--- config.mk ---
export PLATFORM = sky130hd
export DESIGN_NAME = eci_ctrl
export DESIGN_NICKNAME = d
export VERILOG_FILES = /design/src/design/eci_pkg.sv /design/src/design/eci_ctrl.sv /design/src/design/eci_sync.sv
export SDC_FILE = /design/constraint.sdc
export NUM_CORES = 1
export LEC_CHECK = 0
export BUFFER_PORTS_ARGS = -buffer_cell sky130_fd_sc_hd__buf_2
export CAP_MARGIN = 20
export CORE_UTILIZATION = 49
export CTS_CLUSTER_SIZE = 28
export DETAILED_ROUTE_END_ITERATION = 8
export GPL_ROUTABILITY_DRIVEN = 1
export GPL_TIMING_DRIVEN = 1
export PLACE_DENSITY = 0.8
export SYNTH_ARGS = -nofsm -noshare
export SYNTH_HDL_FRONTEND = slang
export SYNTH_SLANG_ARGS = --single-unit
export TNS_END_PERCENT = 5
--- constraint.sdc ---
create_clock -name clk -period 2.3 [get_ports clk]
set_input_delay 0.69 -clock clk [delete_from_list [all_inputs] [get_ports clk]]
set_output_delay 0.69 -clock clk [all_outputs]
set_load 0.005 [all_outputs]
--- src/design/eci_pkg.sv ---
package eci_pkg;

   // ==========================================================
   // Setting encodings
   // ==========================================================
   // Enable contact behaviour when the external gate is active.
   localparam logic ENA_MODE_BUTTON_GATE = 1'h0;
   localparam logic ENA_MODE_PIN_DRIVE   = 1'h1;

   // Shut-off edge select.
   localparam logic SO_EDGE_FALLING = 1'h0;
   localparam logic SO_EDGE_RISING  = 1'h1;

   // Program source select for voltage and current.
   localparam logic PROG_SRC_VOLT = 1'h0;
   localparam logic PROG_SRC_RES  = 1'h1;

   // Program range select.
   localparam logic PROG_RANGE_HIGH = 1'h0;
   localparam logic PROG_RANGE_LOW  = 1'h1;

   // ==========================================================
   // Fault vector layout
   // ==========================================================
   localparam int unsigned FLT_W       = 8;
   localparam int unsigned FLT_OVP     = 0;
   localparam int unsigned FLT_OCP     = 1;
   localparam int unsigned FLT_OTP     = 2;
   localparam int unsigned FLT_AC      = 3;
   localparam int unsigned FLT_ENABLE  = 4;
   localparam int unsigned FLT_SHUTOFF = 5;
   localparam int unsigned FLT_REMOTE  = 6;
   localparam int unsigned FLT_OUTOFF  = 7;

   // ==========================================================
   // Synchronised inputs
   // ==========================================================
   localparam int unsigned SYNC_W   = 3;
   localparam int unsigned SYNC_ENA = 0;
   localparam int unsigned SYNC_SO  = 1;
   localparam int unsigned SYNC_LOC = 2;
   localparam logic [2:0]  SYNC_RST = 3'h5;

   // Display digit reduction in analog control.
   localparam logic [1:0] DIGITS_FULL    = 2'h0;
   localparam logic [1:0] DIGITS_REDUCED = 2'h1;

   // ==========================================================
   // Output state machine
   // ==========================================================
   typedef enum logic [2:0] {
      ECI_OFF     = 3'h1,
      ECI_ON      = 3'h2,
      ECI_BLOCKED = 3'h4
   } eci_out_st_t;

endpackage

--- src/design/eci_ctrl.sv ---
`timescale 1ns/10ps
`default_nettype none

// Functional notes
// - Button-gate, contacts open: output off, toggles ignored, block indicator shown.
// - Button-gate, contacts shorted: front-panel toggles control the output.
// - Showing block indicator needs one escape press before toggles work.
// - Pin-drive: output follows contacts; front-panel toggle ignored.
// - Shut-off edge select chooses falling or rising edge.
// - Selected shut-off edge turns output off and latches indicator while the external gate is active.
// - Escape clears latch in any cycle with the input level steady, restored or not, before toggle accepted.
// - Only transitions cause shut-off, never steady levels.
// - Regulation-mode flag high in constant voltage, low in constant current.
// - Select input high or open gives local; low gives analog only while the external gate is active, otherwise local.
// - Analog control shows one fewer digit of resolution.
// - Control-source indicator high in local, low in analog.
// - Fault-free flag high normally, low on any fault.
// - Listed protection, line, enable, shut-off, remote, output-off faults clear flag.
// - Voltage programming active only in analog with voltage source.
// - Resistance source derives setpoint from external resistor.
// - One range setting picks ten or five full scale.
module eci_ctrl (
   // Clock and reset
   input  wire logic clk,
   input  wire logic srst,
   // Connector pins
   input  wire logic enable_contact_shorted,
   input  wire logic shutoff_pin,
   input  wire logic local_select_pin,
   // Menu settings
   input  wire logic ext_gate_active,
   input  wire logic enable_mode,
   input  wire logic shutoff_edge_sel,
   input  wire logic voltage_program_source,
   input  wire logic current_program_source,
   input  wire logic program_range,
   // Front panel and plant status
   input  wire logic key_toggle,
   input  wire logic key_escape,
   input  wire logic const_voltage,
   input  wire logic fault_ovp,
   input  wire logic fault_ocp,
   input  wire logic fault_otp,
   input  wire logic fault_ac_line,
   input  wire logic fault_remote,
   // Pin outputs
   output logic      regulation_mode_flag,
   output logic      local_state,
   output logic      power_ok,
   // Internal outputs
   output logic      output_on,
   output logic      enable_block_indicator,
   output logic      shutoff_indicator,
   output logic [1:0] digits_dropped,
   output logic      vprog_volt_en,
   output logic      vprog_res_en,
   output logic      iprog_volt_en,
   output logic      iprog_res_en,
   output logic      prog_range_low
);
   import eci_pkg::*;

   typedef struct packed {
      eci_out_st_t      out_st;
      logic             out_en;
      logic             so_prev;
      logic             so_latch;
      logic             ena_ind;
      logic             rmode;
      logic             local_st;
      logic             pok;
      logic [1:0]       digits;
      logic             vv;
      logic             vr;
      logic             iv;
      logic             ir;
      logic             rng;
   } eci_ctrl_st_t;

   eci_ctrl_st_t st_q;
   eci_ctrl_st_t st_d;

   logic [SYNC_W-1:0] pins_raw;
   logic [SYNC_W-1:0] pins_s;
   logic              ena_s;
   logic              so_s;
   logic              loc_s;
   logic              so_edge;
   logic              analog;
   logic              blocked;
   logic [FLT_W-1:0]  faults;

   // ==========================================================
   // Input synchronisation
   // ==========================================================
   assign pins_raw[SYNC_ENA] = enable_contact_shorted;
   assign pins_raw[SYNC_SO]  = shutoff_pin;
   assign pins_raw[SYNC_LOC] = local_select_pin;

   eci_sync u_sync (
      .clk      (clk),
      .srst     (srst),
      .pin_raw  (pins_raw),
      .pin_sync (pins_s)
   );

   assign ena_s = pins_s[SYNC_ENA];
   assign so_s  = pins_s[SYNC_SO];
   assign loc_s = pins_s[SYNC_LOC];

   // ==========================================================
   // Decode
   // ==========================================================
   // Edge compare uses the registered previous level, so a steady pin never fires.
   always_comb begin
      if (shutoff_edge_sel == SO_EDGE_RISING) begin
         so_edge = so_s & ~st_q.so_prev;
      end else begin
         so_edge = ~so_s & st_q.so_prev;
      end
   end

   assign analog  = ext_gate_active & ~loc_s;
   assign blocked = ext_gate_active & (enable_mode == ENA_MODE_BUTTON_GATE) & ~ena_s;

   // ==========================================================
   // Next state
   // ==========================================================
   always_comb begin
      st_d         = st_q;
      st_d.so_prev = so_s;

      // Shut-off latch: an edge wins over an escape in the same cycle.
      if (ext_gate_active && so_edge) begin
         st_d.so_latch = 1'h1;
      end else if (key_escape && st_q.so_latch && so_s == st_q.so_prev) begin
         st_d.so_latch = 1'h0;
      end

      // Block indicator stays until escape once the contacts close, or until the gate goes inactive.
      if (blocked && key_toggle) begin
         st_d.ena_ind = 1'h1;
      end else if (blocked) begin
         st_d.ena_ind = 1'h1;
      end else if (key_escape || !ext_gate_active) begin
         st_d.ena_ind = 1'h0;
      end

      case (st_q.out_st)
         ECI_OFF: begin
            if (ext_gate_active && enable_mode == ENA_MODE_PIN_DRIVE) begin
               if (ena_s && !st_q.so_latch) begin
                  st_d.out_st = ECI_ON;
               end
            end else if (key_toggle && !blocked && !st_q.ena_ind
                         && !st_q.so_latch) begin
               st_d.out_st = ECI_ON;
            end
         end
         ECI_ON: begin
            if (ext_gate_active && enable_mode == ENA_MODE_PIN_DRIVE) begin
               if (!ena_s) begin
                  st_d.out_st = ECI_OFF;
               end
            end else if (key_toggle) begin
               st_d.out_st = ECI_OFF;
            end
            if (blocked) begin
               st_d.out_st = ECI_BLOCKED;
            end
         end
         ECI_BLOCKED: begin
            if (!blocked) begin
               st_d.out_st = ECI_OFF;
            end
         end
         default: begin
            st_d.out_st = ECI_OFF;
         end
      endcase
      // Shut-off overrides everything at once.
      if (ext_gate_active && so_edge) begin
         st_d.out_st = ECI_OFF;
      end
      st_d.out_en = (st_d.out_st == ECI_ON);

      st_d.rmode    = const_voltage;
      st_d.local_st = ~analog;
      st_d.digits   = analog ? DIGITS_REDUCED : DIGITS_FULL;
      st_d.vv  = analog & (voltage_program_source == PROG_SRC_VOLT);
      st_d.vr  = analog & (voltage_program_source == PROG_SRC_RES);
      st_d.iv  = analog & (current_program_source == PROG_SRC_VOLT);
      st_d.ir  = analog & (current_program_source == PROG_SRC_RES);
      st_d.rng = (program_range == PROG_RANGE_LOW);
      st_d.pok = ~|faults;
   end

   // The fault vector reflects the state being registered now.
   always_comb begin
      faults              = '0;
      faults[FLT_OVP]     = fault_ovp;
      faults[FLT_OCP]     = fault_ocp;
      faults[FLT_OTP]     = fault_otp;
      faults[FLT_AC]      = fault_ac_line;
      faults[FLT_ENABLE]  = ext_gate_active & ~ena_s;
      faults[FLT_SHUTOFF] = st_d.so_latch;
      faults[FLT_REMOTE]  = fault_remote;
      faults[FLT_OUTOFF]  = (st_d.out_st != ECI_ON);
   end

   // ==========================================================
   // State register
   // ==========================================================
   always_ff @(posedge clk) begin
      if (srst) begin
         st_q.out_st   <= ECI_OFF;
         st_q.out_en   <= 1'h0;
         st_q.so_prev  <= SYNC_RST[SYNC_SO];
         st_q.so_latch <= 1'h0;
         st_q.ena_ind  <= 1'h0;
         st_q.rmode    <= 1'h1;
         st_q.local_st <= 1'h1;
         st_q.pok      <= 1'h0;
         st_q.digits   <= DIGITS_FULL;
         st_q.vv       <= 1'h0;
         st_q.vr       <= 1'h0;
         st_q.iv       <= 1'h0;
         st_q.ir       <= 1'h0;
         st_q.rng      <= 1'h0;
      end else begin
         st_q <= st_d;
      end
   end

   assign regulation_mode_flag   = st_q.rmode;
   assign local_state            = st_q.local_st;
   assign power_ok               = st_q.pok;
   assign output_on              = st_q.out_en;
   assign enable_block_indicator = st_q.ena_ind;
   assign shutoff_indicator      = st_q.so_latch;
   assign digits_dropped         = st_q.digits;
   assign vprog_volt_en          = st_q.vv;
   assign vprog_res_en           = st_q.vr;
   assign iprog_volt_en          = st_q.iv;
   assign iprog_res_en           = st_q.ir;
   assign prog_range_low         = st_q.rng;

   // ==========================================================
   // Checks
   // ==========================================================
   blocked_off_a: assert property (@(posedge clk) disable iff (srst)
      blocked |=> !output_on) else $error("Output on while enable blocked.");

   block_ind_a: assert property (@(posedge clk) disable iff (srst)
      blocked |=> enable_block_indicator) else $error("Block indicator missing.");

   pin_drive_a: assert property (@(posedge clk) disable iff (srst)
      (ext_gate_active && enable_mode == ENA_MODE_PIN_DRIVE && !ena_s && !so_edge)
      |=> !output_on) else $error("Pin-drive open but output on.");

   so_trip_a: assert property (@(posedge clk) disable iff (srst)
      (ext_gate_active && so_edge) |=> (!output_on && shutoff_indicator))
      else $error("Shut-off edge not acted on.");

   so_steady_a: assert property (@(posedge clk) disable iff (srst)
      (!shutoff_indicator && $stable(so_s)) |=> !shutoff_indicator)
      else $error("Shut-off latched without an edge.");

   gate_local_a: assert property (@(posedge clk) disable iff (srst)
      !ext_gate_active |=> local_state) else $error("Analog while gate inactive.");

   pok_fault_a: assert property (@(posedge clk) disable iff (srst)
      (fault_ovp || fault_ocp || fault_otp || fault_ac_line || fault_remote)
      |=> !power_ok) else $error("Power ok high during fault.");

   rmode_a: assert property (@(posedge clk) disable iff (srst)
      1'b1 |=> regulation_mode_flag == $past(const_voltage))
      else $error("Regulation flag wrong.");

   local_src_a: assert property (@(posedge clk) disable iff (srst)
      analog |=> !local_state) else $error("Local state high in analog control.");

   digits_cut_a: assert property (@(posedge clk) disable iff (srst)
      analog |=> digits_dropped == DIGITS_REDUCED) else $error("Digits not reduced.");

   prog_idle_a: assert property (@(posedge clk) disable iff (srst)
      !analog |=> !(vprog_volt_en || vprog_res_en || iprog_volt_en || iprog_res_en))
      else $error("Programming enabled outside analog control.");

   res_src_a: assert property (@(posedge clk) disable iff (srst)
      (analog && voltage_program_source == PROG_SRC_RES) |=> (vprog_res_en && !vprog_volt_en))
      else $error("Resistance source not selected.");

   range_sel_a: assert property (@(posedge clk) disable iff (srst)
      (program_range == PROG_RANGE_LOW) |=> prog_range_low) else $error("Low range not shown.");

   toggle_refused_a: assert property (@(posedge clk) disable iff (srst)
      (key_toggle && enable_mode == ENA_MODE_BUTTON_GATE && !output_on
       && (enable_block_indicator || shutoff_indicator)) |=> !output_on)
      else $error("Toggle accepted while an indicator is showing.");

endmodule

`default_nettype wire

--- src/design/eci_sync.sv ---
`timescale 1ns/10ps
`default_nettype none

module eci_sync (
   // Clock and reset
   input  wire logic                       clk,
   input  wire logic                       srst,
   // Raw pins and their synchronised copies
   input  wire logic [eci_pkg::SYNC_W-1:0] pin_raw,
   output logic      [eci_pkg::SYNC_W-1:0] pin_sync
);
   import eci_pkg::*;

   typedef struct packed {
      logic [SYNC_W-1:0] meta;
      logic [SYNC_W-1:0] sync;
   } eci_sync_st_t;

   eci_sync_st_t st_q;
   eci_sync_st_t st_d;

   // ==========================================================
   // Two-flop synchroniser
   // ==========================================================
   // The first stage feeds only the second stage.
   always_comb begin
      st_d      = st_q;
      st_d.meta = pin_raw;
      st_d.sync = st_q.meta;
   end

   always_ff @(posedge clk) begin
      if (srst) begin
         st_q.meta <= SYNC_RST;
         st_q.sync <= SYNC_RST;
      end else begin
         st_q <= st_d;
      end
   end

   assign pin_sync = st_q.sync;

endmodule

`default_nettype wire

==> results.json, run 1 <==
{
  "cp_max_fo": 11,
  "layout_setup_ws_ns": 0.7399,
  "outcome": "finished, final reports clean",
  "grt_first_pass_wirelength_um": 2394,
  "dr.pass1.iters": 4,
  "die_w_um": 43.12,
  "drive_above_1_share_pct": 44.44,
  "p_total_uw": 759.4,
  "comb_power_share_pct": 9.3,
  "intPower_uw": 611.5,
  "path_class": "in2reg",
  "synth-warning-count": 0,
  "dp_slack_ns": 0.4361,
  "cts_root_buf": "clkbuf_4",
  "fmax_mhz": 641.0,
  "syn_to_final_growth_pct": 23.72,
  "syn_area_per_cell_um2": 10.62,
  "h-tree-depth": 1,
  "avgViaCountPerCell": 5.032,
  "synthesis.nets": 99,
  "cp.required_ns": 2.50,
  "p_per_area_mw_per_mm2": 741.1,
  "rsz0062_at_grt": "no",
  "ios": 32,
  "route.detailed.drc": 0,
  "netlist_area_um2": 828.3,
  "hp-start": "u_sync.st_d[2]",
  "clock_power_share_pct": 37.4,
  "first_iter_violations": 4,
  "cts_buffer_depth": 2,
  "finalCritPeriodShare_pct": 67.83,
  "grt_max_degree": 15,
  "fillerInstances": 133,
  "ys_seq_area_share_pct": 53.17,
  "die-area_mm2": 0.001859,
  "core-area_mm2": 0.001541,
  "synthCells": 78,
  "timing.rr.end": "st_q[14]",
  "initial_core_util_pct": 53.73,
  "drt_wl_total_um": 1420,
  "slew_violations": 0,
  "holdCritPathClass": "reg2reg",
  "setup_viol_count_final": 0,
  "cts_tree": "done",
  "dpl.hpwl_um": 1083,
  "diodes": 0,
  "whs_path_depth": 1,
  "finalHoldViolCount": 0,
  "final.min_clock_period_ns": 1.560,
  "ctsHoldBuffers": 0,
  "row_count": 14,
  "p_sw_uw": 147.9,
  "grt.overflow.total": 0,
  "die_y_um": 43.12,
  "r2r_setup_slack_ns": 0.78,
  "seqPwrFrac_pct": 53.3,
  "cts_buffers": 3,
  "place.port_buffers": 30,
  "power_switching_share_pct": 19.47,
  "ys_seq_elements": 22,
  "vdd_drop_max_uv": 493.2,
  "ctsResizeCount": 0,
  "reg2reg_depth": 5,
  "end_kind": "flop",
  "cap_violations": 0,
  "skew_ns": 0.003866,
  "start_kind": "primary input",
  "synth_cell_type_count": 34,
  "ant_nets": 0,
  "min_to": "u_sync.pin_sync[2]",
  "grt_pass1_vias": 559,
  "clkTransAtPathRegs_ns": 0.11,
  "cts_setup_buffers": 0,
  "antenna_found_initial": 0,
  "fin_tns_setup_ns": 0,
  "leakagePower_nw": 0.4881,
  "worstPathArrival_ns": 1.76,
  "timing.rr.start": "st_q[12]",
  "wl_per_cell_um": 11.45,
  "track_usage_pct": 17.38,
  "cts_sinks": 22,
  "clk_latency_ns": 0.30,
  "globalplace.congestion": 0.7405,
  "vias": 624,
  "layout.nets": 130
}
-- synthesized netlist by cell type --
cell	count	area, µm²
a221o_1	1	10.01
nor4b_2	1	15.01
a22o_1	1	8.760
nor2b_4	1	13.76
or2b_2	1	8.760
buf_4	3	22.52
or2b_1	2	15.01
nand3_1	3	15.01
and2b_2	1	8.760
a21o_1	1	7.510
nand2_1	2	7.510
nor2_1	5	18.77
nor4_1	1	6.260
or2_2	5	31.28
dfxtp_1	22	440.4
inv_1	3	11.26
nor3_1	1	5.000
o211ai_2	1	12.51
a31oi_1	2	12.51
a21oi_1	2	10.01
a311oi_1	1	8.760
mux2_1	1	11.26
ha_1	2	25.02
clkbuf_1	1	3.750
and2_2	1	7.510
nand3b_1	1	7.510
o31ai_1	1	7.510
and3_2	1	7.510
and3_1	2	12.51
nor3b_1	1	7.510
a21o_2	1	8.760
nor2b_1	4	25.02
or3b_4	1	11.26
conb_1	1	3.750
-- cells by family (layout without fill, tap and decap cells) --
family | count (synthesis) | in the layout | share of synthesized area, %
AOI/OAI and AO/OA | 11 | 11 | 10.42
adders and majority gates | 2 | 2 | 3.021
buffers and inverters | 7 | 37 | 4.531
DFF | 22 | 22 | 53.17
muxes | 1 | 1 | 1.359
other | 1 | 1 | 0.4527
and+or+nand+nor | 34 | 34 | 27.04
-- cells in the final DEF, fill, tap and decap left out, types with 2 or more instances in the layout --
master / synthesis / layout
nand2_1: 2 / 2
buf_2: 0 / 30
inv_1: 3 / 3
nand3_1: 3 / 3
or2_2: 5 / 5
ha_1: 2 / 2
a31oi_1: 2 / 2
dfxtp_1: 22 / 22
clkbuf_4: 0 / 3
and3_1: 2 / 2
a21oi_1: 2 / 2
or2b_1: 2 / 2
nor2b_1: 4 / 4
nor2_1: 5 / 5
-- metal layers --
layer	track usage, %	wire length (µm)	vias to the layer above
li1	-	-	321
met1	20.86	631	281
met2	28.66	688	20
met3	5.106	89	2
met4	7.273	10	0
met5	0	0	-
-- state kept, by name (all words and copies together), names as in the netlist --
| register | cells |
|---|---|
| st_q | 4 |
| u_sync.pin_sync | 3 |
| u_sync.st_d | 3 |
| digits_dropped | 1 |
| enable_block_indicator | 1 |
| iprog_res_en | 1 |
| iprog_volt_en | 1 |
| local_state | 1 |
| output_on | 1 |
| power_ok | 1 |
| prog_range_low | 1 |
| regulation_mode_flag | 1 |
| shutoff_indicator | 1 |
| vprog_res_en | 1 |
| vprog_volt_en | 1 |
-- power groups by stage --
stage / clock [mW] / combinational, mW / sequential, mW
floorplan: 0 / 0.0438 / 0.412
global placement: 0 / 0.0682 / 0.412
detailed placement: 0 / 0.0700 / 0.413
CTS: 0.292 / 0.0705 / 0.405
global route: 0.316 / 0.0789 / 0.407
finish: 0.284 / 0.0705 / 0.405
-- layout make-up --
cell class / count / area [µm²] / area share (%)
clock buffer: 3 / 22.52 / 2.198
clock inverter: 1 / 30.03 / 2.930
inverter: 3 / 11.26 / 1.099
multi-input combinational: 49 / 350.3 / 34.19
sequential: 22 / 440.4 / 42.98
tap: 16 / 20.02 / 1.954
timing repair buffer: 30 / 150.1 / 14.65
-- critical path, stage by stage --
cell     delay [ns]
buf_2          0.18
or3b_4         0.43
nor2b_4        0.14
a221o_1        0.32
-- worst max path at each step --
stage | end | start
after floorplan | st_q[14] | enable_mode
after global placement | st_q[14] | ext_gate_active
after detailed placement | st_q[14] | ext_gate_active
after CTS | shutoff_indicator | shutoff_indicator
after global routing | st_q[14] | st_q[12]
final | st_q[14] | ext_gate_active
-- metrics by stage --
| step | util (%) | std cells | area [µm²] | hold slack (ns) |
|---|---|---|---|---|
| 6_report | 66.48 | 124 | 1025 | 0.4260 |
| 5_1_grt | 66.48 | 124 | 1025 | 0.4369 |
| 4_1_cts | 66.48 | 124 | 1025 | 0.4314 |
| 3_5_place_dp | 63.07 | 120 | 972.2 | 0.4007 |
| 3_3_place_gp | 63.07 | 120 | 972.2 | 0.3930 |
| 2_1_floorplan | - | 78 | 828.3 | 0.3895 |
Note: power is estimated with default switching activity, not from simulation.
==> run 2, diff against run 1 <==
--- a/config.mk
+++ b/config.mk
@@ -5,14 +5,15 @@
 export SDC_FILE = /design/constraint.sdc
 export NUM_CORES = 1
 export LEC_CHECK = 0
+export ABC_AREA = 1
 export BUFFER_PORTS_ARGS = -buffer_cell sky130_fd_sc_hd__buf_2
 export CAP_MARGIN = 20
-export CORE_UTILIZATION = 49
+export CORE_UTILIZATION = 46
 export CTS_CLUSTER_SIZE = 28
 export DETAILED_ROUTE_END_ITERATION = 8
 export GPL_ROUTABILITY_DRIVEN = 1
 export GPL_TIMING_DRIVEN = 1
-export PLACE_DENSITY = 0.8
+export PLACE_DENSITY = 0.76
 export SYNTH_ARGS = -nofsm -noshare
 export SYNTH_HDL_FRONTEND = slang
 export SYNTH_SLANG_ARGS = --single-unit
==> constraint.sdc (replaced) <==
create_clock -name clk -period 1.51 [get_ports clk]
set_input_delay 0.453 -clock clk [delete_from_list [all_inputs] [get_ports clk]]
set_output_delay 0.453 -clock clk [all_outputs]
set_load 0.005 [all_outputs]
==> run 2 against run 1 <==
Compared with the run above:
- flip-flop and latch count did not move
- combinational power rose by 69%
- count of clock-buffer cells in the layout rose by 1
- worst hold slack got worse by 0.12 ns
- clock skew fell by 0.0018 ns
- synthesized area rose by 0.45%
- cell area rose by 0.49%
- synthesized cell count rose by 37%
- first-iteration DRC count rose by 75%
- sequential power rose by 51%
- core utilization fell by 6.2 points
- via count rose by 12%
==> results.json, run 2 <==
{
  "diodes": 0,
  "cts_tree": "done",
  "cp.required_ns": 1.75,
  "wl_per_cell_um": 8.534,
  "synthesis.nets": 128,
  "largest_register": "st_q",
  "final.min_clock_period_ns": 1.252,
  "row_count": 15,
  "syn_area_per_cell_um2": 7.776,
  "start_kind": "flop",
  "vdd_drop_max_uv": 622.2,
  "fin_hold_ws_ns": 0.3100,
  "avgViaCountPerCell": 4.294,
  "stdcell_area_mm2": 0.001030,
  "die-area_mm2": 0.001983,
  "first_iter_violations": 7,
  "grt.overflow.total": 0,
  "dpl_cell_area_um2": 993.5,
  "cts_buffers": 3,
  "layout_commonest_cell": "buf_2",
  "fmax_mhz": 799.0,
  "outcome": "finished, final reports clean",
  "final_cells": 163,
  "worstPathArrival_ns": 1.50,
  "h-tree-depth": 1,
  "synth_top_area_share_pct": 52.93,
  "grt_first_pass_wirelength_um": 2249,
  "synth_edf_count": 0,
  "ys_seq_elements": 22,
  "ctsHoldBuffers": 0,
  "cts_buffer_depth": 2,
  "drt_wl_total_um": 1391,
  "cts_root_buf": "clkbuf_4",
  "holdCritPathClass": "in2reg",
  "clk_latency_ns": 0.30,
  "worst-path-buf-inv": 2,
  "rsz0062_at_grt": "no",
  "crit_chain": "inv_1 -> ha_1 -> nor2_1 -> nor2_1 -> nand2_1 -> nand2_1 -> inv_1 -> nand4_1 -> nor2_1",
  "yosys.area.top_type": "dfxtp_1",
  "slew_violations": 0,
  "largest_register_ff_count": 4,
  "antenna_found_initial": 0,
  "layout_setup_ws_ns": 0.2584,
  "finalHoldViolCount": 0,
  "dp.cells": 159,
  "end_kind": "flop",
  "cap_violations": 0,
  "p_total_mw": 1.040,
  "ant_nets": 0,
  "skew_ns": 0.002079,
  "dp_slack_ns": 0.2172,
  "die_w_um": 44.53,
  "place.port_buffers": 30,
  "die_y_um": 44.53,
  "fillerInstances": 170,
  "finalCritPeriodShare_pct": 82.89,
  "layout.nets": 160,
  "core-area_mm2": 0.001708,
  "ctsResizeCount": 0,
  "setup_viol_count_final": 0,
  "synthCells": 107,
  "initial_core_util_pct": 48.72,
  "fin_util_pct": 60.29,
  "ys_seq_area_share_pct": 52.93,
  "synth_cell_type_count": 18,
  "fin_tns_setup_ns": 0,
  "yosysMostFrequentCell": "dfxtp_1",
  "drive_above_1_share_pct": 30.43,
  "synth_common_cells": "dfxtp_1 (22), inv_1 (20), nor2_1 (20)",
  "globalplace.congestion": 0.8012,
  "yosys-top-cells-area": "dfxtp_1 (53%), inv_1 (9.0%), nor2_1 (9.0%)",
  "synth-warning-count": 0,
  "cp_top_family": "simple AND/OR/NAND/NOR gates",
  "cts_setup_buffers": 0,
  "grt_pass1_vias": 584,
  "dpl.hpwl_um": 1134,
  "ys.flop_type": "dfxtp_1",
  "grt_max_degree": 17,
  "cp_max_fo": 4,
  "route.detailed.drc": 0,
  "slowest_delay_ns": 0.36,
  "p_per_area_mw_per_mm2": 1010,
  "track_usage_pct": 15.58,
  "vias": 700,
  "path_common_cell": "nor2_1",
  "leakagePower_nw": 0.5633,
  "path_class": "reg2reg",
  "netlist_area_um2": 832.0,
  "syn_to_final_growth_pct": 23.76,
  "layout_common_cells": "buf_2 (30), dfxtp_1 (22), inv_1 (20), nor2_1 (20), nand2_1 (16)",
  "ios": 32,
  "clkTransAtPathRegs_ns": 0.11,
  "cts_sinks": 22,
  "async_flop_share_pct": 0,
  "cp_slowest_cell": "dfxtp_1",
  "dr.pass1.iters": 4
}
==> run 2: cell types whose count changed after synthesis, moves of 2 or more <==
cell | previous run | this run
nand3_1 | 3 | 8
nand2_1 | 2 | 16
nor2b_1 | 4 | 0
nor2_1 | 5 | 20
inv_1 | 3 | 20
a31oi_1 | 2 | 0
or2b_1 | 2 | 0
and3_1 | 2 | 0
==> run 2: final cells by class <==
cell class                 instances  area (µm²)  area share, %
sequential                        22       440.4          42.77
multi-input combinational         61       292.8          28.43
timing repair buffer              30       150.1          14.58
inverter                          21       78.83          7.655
clock buffer                       4       36.28          3.524
tap                               25       31.28          3.038
==> run 2: path summary, 6_finish.rpt <==
| kind | startpoint | to | slack [ns] | cells after the start |
|---|---|---|---|---|
| worst max-delay path | u_sync.pin_sync[1] | power_ok | 0.26 | 9 |
| worst min-delay path | current_program_source | iprog_volt_en | 0.31 | 2 |
| worst max register to register | u_sync.pin_sync[1] | power_ok | 0.26 | 9 |
| worst min register to register | u_sync.st_d[1] | u_sync.pin_sync[1] | 0.42 | 2 |
==> run 2: metal layers <==
metal / up-vias / GRT usage, % / part of all wire, %
met5: - / 0 / 0
met3: 2 / 3.673 / 4.4
met4: 0 / 7.273 / 1.1
met1: 299 / 19.19 / 48
met2: 21 / 25.59 / 47
li1: 378 / - / -
==> run 2: cell families after synthesis <==
| family | count (synthesis) | synth area share, % |
|---|---|---|
| simple gates | 54 | 28.87 |
| buf+inv | 24 | 11.88 |
| fa+ha+maj | 2 | 3.007 |
| compound gates | 4 | 2.857 |
| flops | 22 | 52.93 |
| other cells | 1 | 0.4507 |
==> run 2: report_power, final <==
group / internal [mW] / switching (mW) / total, mW
sequential: 0.604 / 0.00904 / 0.613
clock: 0.147 / 0.160 / 0.307
combinational: 0.0540 / 0.0651 / 0.119
total: 0.805 / 0.234 / 1.04
==> run 3, diff against run 2 <==
==> constraint.sdc (replaced) <==
create_clock -name clk -period 1.3 [get_ports clk]
set_input_delay 0.39 -clock clk [delete_from_list [all_inputs] [get_ports clk]]
set_output_delay 0.39 -clock clk [all_outputs]
set_load 0.005 [all_outputs]
==> run 3 against run 2 <==
Compared with the run above:
- register-to-register slack worse by 0.13 ns
- clock skew grew 0.0050 ns
- core utilization grew 1.8 points
- critical endpoint is now shutoff_indicator
==> results.json, run 3 (synthesis gave the netlist of run 2 again) <==
{
  "outcome": "finished, final reports clean",
  "cts_tree": "done",
  "wl_per_cell_um": 8.945,
  "row_count": 15,
  "crit_cells": 1,
  "drive_above_1_share_pct": 35.25,
  "cts_buffers": 3,
  "worst-path-buf-inv": 1,
  "cp_slowest_cell": "dfxtp_1",
  "timing.rr.start": "u_sync.pin_sync[1]",
  "p_total_mw": 1.364,
  "grt_max_degree": 17,
  "clkTransAtPathRegs_ns": 0.12,
  "critPathLaunch": "shutoff_indicator",
  "grt_pass1_vias": 635,
  "dpl.hpwl_um": 1093,
  "p_per_area_mw_per_mm2": 1286,
  "avgViaCountPerCell": 4.421,
  "syn_to_final_growth_pct": 27.52,
  "skew_ns": 0.007061,
  "holdCritPathClass": "in2reg",
  "initial_core_util_pct": 48.72,
  "die_y_um": 44.53,
  "die-area_mm2": 0.001983,
  "crit_end": "shutoff_indicator",
  "fmax_mhz": 846.1,
  "start_kind": "flop",
  "reg2reg_depth": 9,
  "diodes": 0,
  "cp.required_ns": 0.91,
  "crit_chain": "buf_2",
  "route.detailed.drc": 0,
  "layout_common_cells": "buf_2 (30), nor2_1 (20), dfxtp_1 (20)",
  "path_class": "reg2out",
  "final.min_clock_period_ns": 1.182,
  "fin_util_pct": 62.12,
  "r2r_setup_slack_ns": 0.13,
  "intPower_mw": 1.080,
  "clock_power_share_pct": 37.1,
  "worstPathArrival_ns": 0.79,
  "cts_sinks": 22,
  "slew_violations": 0,
  "place.port_buffers": 30,
  "h-tree-depth": 1,
  "layout_setup_ws_ns": 0.1181,
  "slowest_delay_ns": 0.37,
  "cp_top_family": "flip-flops",
  "seqPwrFrac_pct": 52.2,
  "ctsHoldBuffers": 0,
  "track_usage_pct": 16.71,
  "drt_wl_total_um": 1467,
  "core-area_mm2": 0.001708,
  "ios": 32,
  "vias": 725,
  "timing.rr.end": "power_ok",
  "p_sw_uw": 284.8,
  "dr.pass1.iters": 6,
  "first_iter_violations": 8,
  "cap_violations": 0,
  "setup_viol_count_final": 0,
  "grt.overflow.total": 0,
  "power_switching_share_pct": 20.87,
  "die_w_um": 44.53,
  "finalHoldViolCount": 0,
  "largest_register": "st_q",
  "dp_slack_ns": 0.05129,
  "fin_tns_setup_ns": 0,
  "cts_root_buf": "clkbuf_4",
  "finalCritPeriodShare_pct": 90.92,
  "globalplace.congestion": 0.8080,
  "layout_commonest_cell": "buf_2",
  "cts_buffer_depth": 2,
  "end_kind": "primary output",
  "grt_first_pass_wirelength_um": 2366,
  "ant_nets": 0,
  "antenna_found_initial": 0,
  "leakagePower_nw": 0.5751,
  "layout.nets": 161,
  "clk_latency_ns": 0.30,
  "cp_max_fo": 3,
  "comb_power_share_pct": 10.6,
  "vdd_drop_max_uv": 783.5,
  "largest_register_ff_count": 4
}
## run 3: how the worst min path moves through the flow
stage,to,cells after the start,from
floorplan,u_sync.pin_sync[1],2,u_sync.st_d[1]
global placement,u_sync.pin_sync[1],2,u_sync.st_d[1]
detailed placement,u_sync.pin_sync[0],1,u_sync.st_d[0]
CTS,iprog_volt_en,2,current_program_source
global route,iprog_volt_en,2,current_program_source
finish,iprog_volt_en,2,current_program_source
## run 3: power groups by stage
stage          logic, mW  registers (mW)  clock network (mW)
3_3_place_gp       0.134           0.727                   0
4_1_cts            0.142           0.713               0.522
3_5_place_dp       0.139           0.728                   0
2_1_floorplan     0.0859           0.727                   0
6_report           0.145           0.713               0.507
5_1_grt            0.165           0.716               0.546
## run 3: final cells by class
type / instances / area (µm²)
Multi-Input combinational cell: 61 / 297.8
Timing Repair Buffer: 31 / 157.7
Fill cell: 163 / 646.9
Inverter: 21 / 78.83
Tap cell: 25 / 31.28
Clock buffer: 3 / 22.52
Sequential cell: 22 / 442.9
Clock inverter: 1 / 30.03
## run 3: per-stage QoR
step / std cells / area (µm²) / hold slack, ns
global placement: 159 / 993.5 / 0.3898
CTS: 163 / 1049 / 0.2263
finish: 164 / 1061 / 0.2375
floorplan: 107 / 832.0 / 0.3883
detailed placement: 159 / 993.5 / 0.3949
global route: 164 / 1061 / 0.2259
## run 3: timing repair
action,in CTS,in global routing
endpoints found under the setup margin,1,2
buffers inserted,0,1
resized for setup,1,5
pin swaps,0,4
## run 3: metal layers
metal	up-vias	track usage, %	share of wire [%]
met5	-	0	0
met4	0	10.91	1.2
met3	2	2.449	4.9
met2	23	26.76	51
met1	316	20.81	43
li1	384	-	-
